## src/hdl/cre_pkg.sv

```systemverilog
/*
 * Constants shared by the cable reflectometry engine: register offsets,
 * field positions, reset values and timing counts.
 * Assumes a 250 MHz system clock.
 */
package cre_pkg;
    // ==================================================================
    // Register offsets (diagnostics page)
    localparam logic [4:0] OFS_CTRL = 5'h16;
    localparam logic [4:0] OFS_WIN = 5'h17;
    localparam logic [4:0] OFS_PEAK = 5'h18;
    localparam logic [4:0] OFS_THR = 5'h19;
    localparam logic [4:0] OFS_THRESH = 5'h1C;

    // ==================================================================
    // Control field positions
    localparam int CTL_EN = 15;
    localparam int CTL_FAST = 14;
    localparam int CTL_TX_RX = 13;
    localparam int CTL_MON_RX = 12;
    localparam int CTL_SEND = 11;
    localparam int CTL_WID_HI = 10;
    localparam int CTL_WID_LO = 8;
    localparam int CTL_MIN = 7;

    // ==================================================================
    // Reset values
    localparam logic [15:0] CTRL_RST = 16'h0000;
    localparam logic [15:0] WIN_RST = 16'h00FF;
    localparam logic [7:0] THRESH_RST = 8'h40;

    // ==================================================================
    // Timing
    localparam int CLK_PS = 4000;
    localparam int STEP_NS = 8;
    localparam int STEP_CYC = (STEP_NS * 1000) / CLK_PS;
    localparam int LINK_SHORT_NS = 50;
    localparam int LINK_LONG_NS = 100;
    localparam int LINK_SHORT_CYC = (LINK_SHORT_NS * 1000 + CLK_PS - 1) / CLK_PS;
    localparam int LINK_LONG_CYC = (LINK_LONG_NS * 1000 + CLK_PS - 1) / CLK_PS;
    localparam logic [2:0] LINK_LONG_MIN_WID = 3'h4;
endpackage : cre_pkg

```

## src/hdl/cre_engine.sv

```systemverilog
/*
 * Cable reflectometry engine: control/window/threshold registers, pulse
 * launch, windowed peak and threshold monitor with 8 ns time stamps.
 * Assumes the converter samples arrive on clk_sys, one per cycle, and that
 * the register port is driven synchronously by the management logic with
 * the diagnostics page already selected.
 */
// Operation
// - Enable bit hands both drivers to engine
// - Send bit launches pulse and starts monitor
// - Bit 14 picks slow or fast driver
// - Slow driver sends 50 or 100 ns
// - Fast driver width 8 ns steps, 56 max
// - Fast pulses alternate positive then negative
// - Width field bits 10:8, zero to seven
// - Width zero sends nothing, monitor still runs
// - Bit 13 sends pulse on receive pair
// - Bit 12 monitors receive pair
// - Bit 7 tracks negative instead of positive
// - Monitor finds peak and threshold crossing
// - First peak and crossing times in 8 ns
// - Timer starts when the pulse goes out
// - Window start bits 15:8, stop 7:0
// - Window defaults 0 to 255, 8 ns steps
// - Peak and threshold results are readable
`timescale 1ns/1ns
`default_nettype none
module cre_engine
    import cre_pkg::*;
(
    // Clock, reset, enable
    input wire logic clk_sys,
    input wire logic rst,
    input wire logic ce,
    // Register port
    input wire logic diag_page_sel,
    input wire logic [4:0] reg_addr,
    input wire logic reg_wr_en,
    input wire logic [15:0] reg_wdata,
    input wire logic reg_rd_en,
    output logic [15:0] reg_rdata,
    // Converter samples
    input wire logic [7:0] adc_tx_sample,
    input wire logic [7:0] adc_rx_sample,
    // Line driver control
    output logic drv_takeover,
    output logic pulse_on_rx_pair,
    output logic slow_line_driver_pulse,
    output logic fast_line_driver_pos,
    output logic fast_line_driver_neg,
    output logic busy
);
    // ==================================================================
    // State
    typedef enum logic [1:0] {
        CRE_IDLE = 2'b01,
        CRE_RUN = 2'b10
    } cre_state_e;

    cre_state_e state_q;
    logic [15:0] ctrl_q;
    logic [15:0] win_q;
    logic [7:0] thresh_q;
    logic [7:0] timer_q;
    logic phase_q;
    logic [7:0] peak_val_q;
    logic [7:0] peak_time_q;
    logic [7:0] thr_val_q;
    logic [7:0] thr_time_q;
    logic thr_hit_q;
    logic launch;
    logic sample_now;
    logic in_window;
    logic last_step;
    logic [7:0] raw;
    logic signed [7:0] level;

    // Polarity-adjusted level: min mode negates, saturating -128 to +127
    function automatic logic signed [7:0] polar(input logic [7:0] s, input logic neg);
        logic signed [7:0] r;
        r = $signed(s);
        if (neg) begin
            r = (s == 8'h80) ? 8'sh7F : -$signed(s);
        end
        return r;
    endfunction : polar

    function automatic logic reg_hit(input logic [4:0] a, input logic [4:0] ofs);
        return diag_page_sel && (a == ofs);
    endfunction : reg_hit

    // ==================================================================
    // Decode
    assign launch = ce && state_q == CRE_IDLE && ctrl_q[CTL_EN] && ctrl_q[CTL_SEND];
    assign sample_now = state_q == CRE_RUN && phase_q;
    assign in_window = (timer_q >= win_q[15:8]) && (timer_q <= win_q[7:0]);
    assign last_step = sample_now && (timer_q == win_q[7:0] || timer_q == 8'hFF);
    assign raw = ctrl_q[CTL_MON_RX] ? adc_rx_sample : adc_tx_sample;
    assign level = polar(raw, ctrl_q[CTL_MIN]);

    // ==================================================================
    // Control register; end-of-run clear of send outranks a register write of the send bit
    always_ff @(posedge clk_sys or posedge rst) begin
        if (rst) begin
            ctrl_q <= CTRL_RST;
        end else if (ce) begin
            if (reg_wr_en && reg_hit(reg_addr, OFS_CTRL)) begin
                ctrl_q <= reg_wdata;
                // A run in flight cannot be cancelled by rewriting the send bit
                if (state_q == CRE_RUN && !last_step) begin
                    ctrl_q[CTL_SEND] <= 1'b1;
                end else if (last_step) begin
                    ctrl_q[CTL_SEND] <= 1'b0;
                end
            end else if (last_step) begin
                ctrl_q[CTL_SEND] <= 1'b0;
            end else if (!ctrl_q[CTL_EN]) begin
                ctrl_q[CTL_SEND] <= 1'b0;
            end
        end
    end

    // Window and threshold registers
    always_ff @(posedge clk_sys or posedge rst) begin
        if (rst) begin
            win_q <= WIN_RST;
            thresh_q <= THRESH_RST;
        end else if (ce && reg_wr_en) begin
            if (reg_hit(reg_addr, OFS_WIN)) begin
                win_q <= reg_wdata;
            end
            if (reg_hit(reg_addr, OFS_THRESH)) begin
                thresh_q <= reg_wdata[7:0];
            end
        end
    end

    // ==================================================================
    // Sequencer and 8 ns timer
    always_ff @(posedge clk_sys or posedge rst) begin
        if (rst) begin
            state_q <= CRE_IDLE;
            timer_q <= 8'h00;
            phase_q <= 1'b0;
        end else if (ce) begin
            case (state_q)
                CRE_IDLE: begin
                    if (launch) begin
                        state_q <= CRE_RUN;
                        timer_q <= 8'h00;
                        phase_q <= 1'b0;
                    end
                end
                CRE_RUN: begin
                    phase_q <= ~phase_q;
                    if (last_step) begin
                        state_q <= CRE_IDLE;
                    end else if (phase_q) begin
                        timer_q <= timer_q + 8'h01;
                    end
                    if (!ctrl_q[CTL_EN]) begin
                        state_q <= CRE_IDLE;
                    end
                end
                default: begin
                    state_q <= CRE_IDLE;
                end
            endcase
        end
    end

    // ==================================================================
    // Peak monitor; strict compare keeps the first occurrence
    always_ff @(posedge clk_sys or posedge rst) begin
        if (rst) begin
            peak_val_q <= 8'h00;
            peak_time_q <= 8'h00;
        end else if (ce) begin
            if (launch) begin
                peak_val_q <= 8'h80;
                peak_time_q <= 8'h00;
            end else if (sample_now && in_window && level > $signed(peak_val_q)) begin
                peak_val_q <= level;
                peak_time_q <= timer_q;
            end
        end
    end

    // Threshold monitor
    always_ff @(posedge clk_sys or posedge rst) begin
        if (rst) begin
            thr_val_q <= 8'h00;
            thr_time_q <= 8'h00;
            thr_hit_q <= 1'b0;
        end else if (ce) begin
            if (launch) begin
                thr_val_q <= 8'h00;
                thr_time_q <= 8'h00;
                thr_hit_q <= 1'b0;
            end else if (sample_now && in_window && !thr_hit_q
                         && level > $signed(thresh_q)) begin
                thr_hit_q <= 1'b1;
                thr_val_q <= level;
                thr_time_q <= timer_q;
            end
        end
    end

    // ==================================================================
    // Read data; unmapped offsets read zero
    always_ff @(posedge clk_sys or posedge rst) begin
        if (rst) begin
            reg_rdata <= 16'h0000;
        end else if (ce && reg_rd_en) begin
            if (reg_hit(reg_addr, OFS_CTRL)) begin
                reg_rdata <= ctrl_q;
            end else if (reg_hit(reg_addr, OFS_WIN)) begin
                reg_rdata <= win_q;
            end else if (reg_hit(reg_addr, OFS_PEAK)) begin
                reg_rdata <= {peak_val_q, peak_time_q};
            end else if (reg_hit(reg_addr, OFS_THR)) begin
                reg_rdata <= {thr_val_q, thr_time_q};
            end else if (reg_hit(reg_addr, OFS_THRESH)) begin
                reg_rdata <= {8'h00, thresh_q};
            end else begin
                reg_rdata <= 16'h0000;
            end
        end
    end

    // ==================================================================
    // Driver outputs
    assign drv_takeover = ctrl_q[CTL_EN];
    assign pulse_on_rx_pair = ctrl_q[CTL_TX_RX];
    assign busy = state_q == CRE_RUN;

    cre_pulse_gen u_pulse (
        .clk_sys(clk_sys),
        .rst(rst),
        .ce(ce),
        .start(launch),
        .fast_mode(ctrl_q[CTL_FAST]),
        .width(ctrl_q[CTL_WID_HI:CTL_WID_LO]),
        .slow_pulse(slow_line_driver_pulse),
        .fast_pos(fast_line_driver_pos),
        .fast_neg(fast_line_driver_neg)
    );
endmodule : cre_engine
`default_nettype wire

```

## src/hdl/cre_pulse_gen.sv

```systemverilog
/*
 * Test pulse generator driving the slow or fast line driver.
 * Assumes start is a one-cycle strobe and the caller holds settings stable.
 */
`timescale 1ns/1ns
`default_nettype none
module cre_pulse_gen
    import cre_pkg::*;
(
    // Clock and reset
    input wire logic clk_sys,
    input wire logic rst,
    input wire logic ce,
    // Request
    input wire logic start,
    input wire logic fast_mode,
    input wire logic [2:0] width,
    // Driver outputs
    output logic slow_pulse,
    output logic fast_pos,
    output logic fast_neg
);
    // ==================================================================
    // Length in clock cycles
    function automatic logic [5:0] pulse_len(input logic fast, input logic [2:0] w);
        logic [5:0] n;
        n = 6'h00;
        if (w == 3'h0) begin
            n = 6'h00;
        end else if (fast) begin
            n = 6'(int'(w) * STEP_CYC);
        end else if (w < LINK_LONG_MIN_WID) begin
            n = 6'(LINK_SHORT_CYC);
        end else begin
            n = 6'(LINK_LONG_CYC);
        end
        return n;
    endfunction : pulse_len

    logic [5:0] cnt_q;
    logic fast_q;
    logic neg_q;

    // ==================================================================
    // Pulse counter
    always_ff @(posedge clk_sys or posedge rst) begin
        if (rst) begin
            cnt_q <= 6'h00;
            fast_q <= 1'b0;
        end else if (ce) begin
            if (start) begin
                cnt_q <= pulse_len(fast_mode, width);
                fast_q <= fast_mode;
            end else if (cnt_q != 6'h00) begin
                cnt_q <= cnt_q - 6'h01;
            end
        end
    end

    // Polarity flips on each fast pulse actually sent
    always_ff @(posedge clk_sys or posedge rst) begin
        if (rst) begin
            neg_q <= 1'b0;
        end else if (ce && start && fast_mode && width != 3'h0) begin
            neg_q <= ~neg_q;
        end
    end

    // neg_q already flipped at start, so the active pulse uses its inverse
    assign slow_pulse = (cnt_q != 6'h00) && !fast_q;
    assign fast_pos = (cnt_q != 6'h00) && fast_q && neg_q;
    assign fast_neg = (cnt_q != 6'h00) && fast_q && !neg_q;

    // ==================================================================
    // Checks
    // Polarity of the last fast pulse seen on the pins, for the check below
    logic last_pos_q;
    always_ff @(posedge clk_sys or posedge rst) begin
        if (rst) begin
            last_pos_q <= 1'b0;
        end else if (ce && (fast_pos || fast_neg)) begin
            last_pos_q <= fast_pos;
        end
    end
endmodule : cre_pulse_gen
`default_nettype wire

```

## config.mk

```make
export PLATFORM = sky130hd
export DESIGN_NAME = cre_engine
export DESIGN_NICKNAME = d
export VERILOG_FILES = /design/src/hdl/cre_pkg.sv /design/src/hdl/cre_engine.sv /design/src/hdl/cre_pulse_gen.sv
export SDC_FILE = /design/constraint.sdc
export NUM_CORES = 1
export LEC_CHECK = 0
export ABC_AREA = 1
export BUFFER_PORTS_ARGS = -buffer_cell sky130_fd_sc_hd__buf_2
export CAP_MARGIN = 0
export CORE_AREA = 3 3 107 109
export CTS_CLUSTER_DIAMETER = 100
export CTS_CLUSTER_SIZE = 8
export DETAILED_ROUTE_END_ITERATION = 12
export DIE_AREA = 0 0 110 112
export GPL_TIMING_DRIVEN = 1
export PLACE_DENSITY = 0.88
export SLEW_MARGIN = 10
export SYNTH_ARGS = -nofsm -noshare
export SYNTH_HDL_FRONTEND = slang
export SYNTH_SLANG_ARGS = --single-unit
```

## constraint.sdc

```tcl
create_clock -name clk_sys -period 5.9 [get_ports clk_sys]
set_input_delay 0.59 -clock clk_sys [delete_from_list [all_inputs] [get_ports clk_sys]]
set_output_delay 0.59 -clock clk_sys [all_outputs]
set_load 0.02 [all_outputs]
```

# Word-level counts from Yosys, hierarchy flattened
# Cells that the tools add are included.
[totals] regBits=108
[classes] add_sub_neg=3 magnitude_cmp=5 eq_ne=15 n_mux=38 bitwise=2 reduce_logical=49
[ops] op="$mux 8" n=15
[ops] op="$mux 16" n=4
[ops] op="$logic_and 1x1->1" n=26
[ops] op="$eq 5x5->1 const B" n=5
[ops] op="$mux 6" n=4
[ops] op="$eq 8x8->1 const B" n=2
[ops] op="$gt 8x8->1" n=2
[ops] op="$pmux 8 s2" n=1
[ops] op="$reduce_and 2->1" n=8
[ops] op="$add 8x1->8 const B" n=1
[ops] op="$eq 8x8->1" n=1
[ops] op="$ge 8x8->1" n=1
[ops] op="$le 8x8->1" n=1
[ops] op="$mux 1" n=8
[ops] op="$neg 8->8" n=1
[ops] op="$reduce_bool 2->1" n=4
[ops] op="$mux 2" n=3
[ops] op="$reduce_and 3->1" n=2
[ops] op="$reduce_bool 6->1" n=1
[ops] op="$sub 6x1->6 const B" n=1
[ops] op="$mux 5" n=1
[ops] op="$reduce_and 5->1" n=1
[ops] op="$logic_not 1->1" n=4
[ops] op="$ne 2x1->1 const B" n=2
[ops] op="12 further kinds" n=13

# Logic depth before layout (Yosys ltp)
[depth] word_depth=8 depth_mapped=26 mapped_depth_nobuf=25

# Hierarchy
# From an unflattened synthesis, not the netlist that was laid out.
[unflattened] hier_cells=867 hier_area_um2=6516.2
[by_module_without_submodules] module="cre_engine" instances=1 cells_per_inst=784 area_each_um2=5949.5 seq_area_each_um2=2514.9
[by_module_without_submodules] module="cre_pulse_gen" instances=1 cells_per_inst=83 area_each_um2=566.8 seq_area_each_um2=200.2

# Worst setup path after synthesis
# Ideal clock, no wire load.
[synth_timing] path_kind="input-to-reg" startpoint="input port adc_tx_sample[0]" endpoint="register thr_time_q[0]" setup_ns=0.065 t_arrival_ns=3.090 t_required_ns=5.835 path_slack_ns=2.745 cell_stages=20 cell_sequence="or2_2 > o21ai_1 > ha_1 > nand2_1 > nor2_4 > nand4_4 > nand3_1 > inv_1 > ha_1 > a21o_1 > nor2_1 > nand3_1 > nand2_1 > nor2_1 > nand2_1 > nand2_1 > nand2_2 > buf_2 > nand2_1 > nand2_1"
[synth_via] elab_chain_cells=8 word_cells_on_any_way=9 classes_between="add/sub: 1; order compare: 1; eq/ne: 1; mux: 3; reduce/logical: 3"
[synth_lines] element="from (decl)" line="cre_engine.sv:43" text="input wire logic [7:0] adc_tx_sample,"
[synth_lines] element="$mux 8 *" line="cre_engine.sv:98" text="assign raw = ctrl_q[CTL_MON_RX] ? adc_rx_sample : adc_tx_sample;"
[synth_lines] element="$neg 8->8 / $eq 8x8->1 (equally long branches)" line="cre_engine.sv:83" text="r = (s == 8'h80) ? 8'sh7F : -$signed(s);"
[synth_lines] element="$mux 8" line="cre_engine.sv:83"
[synth_lines] element="$mux 8 *" line="cre_engine.sv:82" text="if (neg) begin"
[synth_lines] element="$gt 8x8->1 *" line="cre_engine.sv:201" text="&& level > $signed(thresh_q)) begin"
[synth_lines] element="$logic_and 1x1->1 *" line="cre_engine.sv:201"
[synth_lines] element="$reduce_bool 2->1 (no line) *"
[synth_lines] element="$reduce_and 2->1 (no line) *"
[synth_lines] element="to (signal assigned)" line="cre_engine.sv:204" text="thr_time_q <= timer_q;"
[synth_lines] element="to (decl)" line="cre_engine.sv:69" text="logic [7:0] thr_time_q;"
# Mark *: on every way between the ends. The rest lies on a longest branch, timed or not.
# A chain may end at the register's enable or synchronous reset.

# Worst setup path in the final report
[layout_timing] startpoint="register ctrl_q[12]" endpoint="register peak_time_q[7]"
[layout_via] elab_chain_cells=8 word_cells_on_any_way=9 classes_between="add/sub: 1; order compare: 1; eq/ne: 1; mux: 3; reduce/logical: 3"
[layout_lines] element="from (decl)" line="cre_engine.sv:61" text="logic [15:0] ctrl_q;"
[layout_lines] element="from (signal assigned)" line="cre_engine.sv:108" text="ctrl_q <= reg_wdata;"
[layout_lines] element="$mux 8 *" line="cre_engine.sv:98"
[layout_lines] element="$neg 8->8 / $eq 8x8->1 (equally long branches)" line="cre_engine.sv:83"
[layout_lines] element="$mux 8" line="cre_engine.sv:83"
[layout_lines] element="$mux 8 *" line="cre_engine.sv:82"
[layout_lines] element="$gt 8x8->1 *" line="cre_engine.sv:182" text="end else if (sample_now && in_window && level > $signed(peak_val_q)) begin"
[layout_lines] element="$logic_and 1x1->1 *" line="cre_engine.sv:182"
[layout_lines] element="$reduce_bool 2->1 (no line) *"
[layout_lines] element="$reduce_and 2->1 (no line) *"
[layout_lines] element="to (signal assigned)" line="cre_engine.sv:184" text="peak_time_q <= timer_q;"
[layout_lines] element="to (decl)" line="cre_engine.sv:67" text="logic [7:0] peak_time_q;"
# Marked as above.

==> results.py <==
metrics = {
    "logic_synthesis": {
        "synthCells": 812,
        "synth.distinct_cells": 45,
        "syn_avg_cell_area_um2": 7.73,
        "ys_warn_count": 0,
        "yosys_register_bits": 108,
        "seq_area_frac_synth_pct": 43.2,
        "synthesis.nets": 891,
        "synth_async_sr_flop_share_pct": 100,
        "synth_flop_cell": "dfrtp_1",
        "synth_edf_count": 0,
        "netlist_area_um2": 6280,
    },
    "detailed_routing": {
        "drc": 0,
        "wl_um": 16100,
        "vias_per_cell": 5.72,
        "wl_per_cell_um": 15.8,
        "vias": 5801,
        "drtPass1Iterations": 5,
        "drtIter0Drc": 636,
        "ant_nets": 0,
    },
    "layout": {
        "final_cell_mix": "nand2_1 (266), dfrtp_1 (98), inv_1 (95)",
        "n_antenna_cell": 0,
        "final_common_cell": "nand2_1",
        "drive_gt1_share_pct": 14.9,
        "fillers": 876,
        "areaGrowthSynthToFinish_pct": 9.82,
        "fin_util_pct": 64.5,
        "finalNetCount": 948,
    },
    "timing": {
        "fin_crit_sh_pct": 63.4,
        "slew_viol_final": 0,
        "maxSlewHeadroom_pct": 28.4,
        "finalSetupTns_ns": 0,
        "tightest_slew_ns": 1.07,
        "hold_viol": 0,
        "whs_ns": 0.236,
        "fin_skew_ns": 0.0137,
        "fin_crit_ns": 3.74,
        "fmax_mhz": 267,
        "rsz0062_at_grt": "no",
        "setup_viol": 0,
    },
    "worst_hold_path": {
        "min_path_type": "in -> async",
    },
    "run_status": {
        "outcome": "completed",
    },
    "clocking": {
        "clock_latency_ns": 0.38,
        "cts_hold_buf": 0,
        "clock_path_buffers": 2,
        "cts_htree_levels": 3,
        "cts.sinks": 108,
        "ctsResizeCount": 0,
        "numCtsBuffers": 9,
        "root_buffer": "clkbuf_8",
        "cts_tree": "done",
        "cts.clk_slew.worst_paths_ns": 0.11,
        "cts_setup_buffers": 0,
    },
    "critical_path": {
        "slowest_delay_ns": 0.55,
        "required_ns": 6.17,
        "cp_max_fo": 17,
        "critical_path_class": "reg -> reg",
        "worst_path_most_repeated_cell": "nand2_1",
        "path_delay_family": "simple AND/OR/NAND/NOR gates",
        "cp_data_arrival_time_ns": 4.01,
        "path_cells": "or2_2, o21ai_1, ha_1, nand2_1, nor2_4, nand4_4, nand3_1, inv_1, ha_1, nand2_1, inv_1, nor2_1, o21a_1, nand2_1, nand2_1, nand3_1, nor2_4, nor2_2, nand2_1, nand2_1",
        "critPathBufInv": 2,
        "end_kind": "flop",
        "crit_slowest_cell": "dfrtp_1",
        "startpoint_type": "flop",
    },
    "floorplanning": {
        "coreArea_um2": 10700,
        "fp.dieH_um": 112,
        "initial_core_util_pct": 58.7,
        "dieArea_um2": 12300,
        "pin_count": 65,
        "placementRows": 38,
        "die_w_um": 110,
    },
    "placement": {
        "dpl.hpwl_um": 11600,
        "place_congestion": 0.959,
        "port_buffers": 64,
    },
    "global_routing": {
        "grt_start_max_net_pins": 69,
        "grt_use_total_pct": 27.7,
        "antenna_found_initial": 0,
        "grt_overflow": 0,
        "first_global_vias": 5500,
        "grt_pass1_wl_um": 26800,
    },
    "pwr": {
        "power.leakage_nw": 3.64,
        "powerDensity_nw_per_um2": 270,
        "power.total_mw": 1.86,
        "ir_drop_mv": 0.161,
    },
    "flow_run": {
        "maxCapViolCount": 0,
    },
}
area by class of cell:
class                      instances  area [µm²]  share of cell area, %
clock buffer                      11         151                   2.20
clock inverter                     5        67.6                  0.980
inverter                         106         403                   5.84
multi-input combinational        578        3050                   44.2
sequential                       108        2720                   39.4
tap                              140         175                   2.54
timing repair buffer              66         335                   4.86
where the power goes:
part	leakage, nW	internal (mW)	switching [mW]
combinational	2.19	0.180	0.307
clock	0.112	0.226	0.268
sequential	1.34	0.814	0.0675
through the flow:
stage          worst slack, ns  cell area [µm²]  std cells
3_3_place_gp              2.23             6680        998
3_5_place_dp              2.15             6680        998
2_1_floorplan             2.48             6280        812
6_report                  2.16             6900       1014
4_1_cts                   2.17             6900       1014
5_1_grt                   1.83             6900       1014
registers in the layout, summed over array words and instances (netlist names):
register / cells
ctrl_q: 16
peak_time_q: 8
peak_val_q: 8
phase_q: 1
reg_rdata: 16
state_q: 2
thr_hit_q: 1
thr_time_q: 8
thr_val_q: 8
thresh_q: 8
timer_q: 8
u_pulse.cnt_q: 6
u_pulse.fast_q: 1
u_pulse.neg_q: 1
win_q: 16
worst paths after layout:
check / from / slack (ns) / depth (start not counted) / to
setup reg to reg: ctrl_q[12]$_DFFE_PP0P_ / 2.16 / 20 / peak_time_q[7]$_DFFE_PP0P_
hold / removal: rst / 0.24 / 2 / reg_rdata[4]$_DFFE_PP0P_
setup / recovery: ctrl_q[12]$_DFFE_PP0P_ / 2.16 / 20 / peak_time_q[7]$_DFFE_PP0P_
min in group clk_sys: reg_wdata[7] / 0.43 / 3 / ctrl_q[7]$_DFFE_PP0P_
max in group asynchronous: rst / 4.42 / 3 / peak_time_q[0]$_DFFE_PP0P_
hold reg to reg: peak_val_q[5]$_DFFE_PP0P_ / 0.48 / 2 / peak_val_q[5]$_DFFE_PP0P_
synthesized netlist by cell type (5+ instances only):
master | n | share of area (%)
dfstp_2 | 10 | 4.2
nor2_2 | 5 | 0.50
o21ai_0 | 59 | 4.7
inv_1 | 96 | 5.7
o211ai_1 | 8 | 0.96
a21oi_1 | 40 | 3.2
xor2_1 | 7 | 0.98
nor2_1 | 56 | 3.3
dfrtp_1 | 98 | 39
nand4_1 | 17 | 1.7
ha_1 | 36 | 7.2
nor2_4 | 7 | 1.3
clkbuf_1 | 6 | 0.36
inv_2 | 8 | 0.48
nand3_1 | 22 | 1.8
o2111ai_1 | 7 | 0.98
buf_2 | 8 | 0.64
nand2_1 | 266 | 16
o221ai_1 | 7 | 0.98
cell families after synthesis:
| family | after synthesis | share of synthesized area [%] |
|---|---|---|
| multiplexers | 1 | 0.179 |
| AO/OA/AOI/OAI | 144 | 13.4 |
| adder cells (fa/ha/maj) | 36 | 7.17 |
| XOR/XNOR | 8 | 1.12 |
| AND/OR/NAND/NOR | 389 | 26.7 |
| buffers and inverters | 126 | 8.21 |
| flip-flops | 108 | 43.2 |
per-layer routing:
| layer | track usage, % | up-vias | share of wire (%) | wire length, µm |
|---|---|---|---|---|
| met1 | 39.6 | 2735 | 42 | 6720 |
| met2 | 42.9 | 268 | 47 | 7530 |
| met4 | 9.81 | 0 | 3.2 | 510 |
| met5 | 0 | - | 0 | 0 |
| li1 | - | 2756 | - | - |
| met3 | 4.23 | 42 | 8.1 | 1300 |
Note: power is estimated with default switching activity, not from simulation.
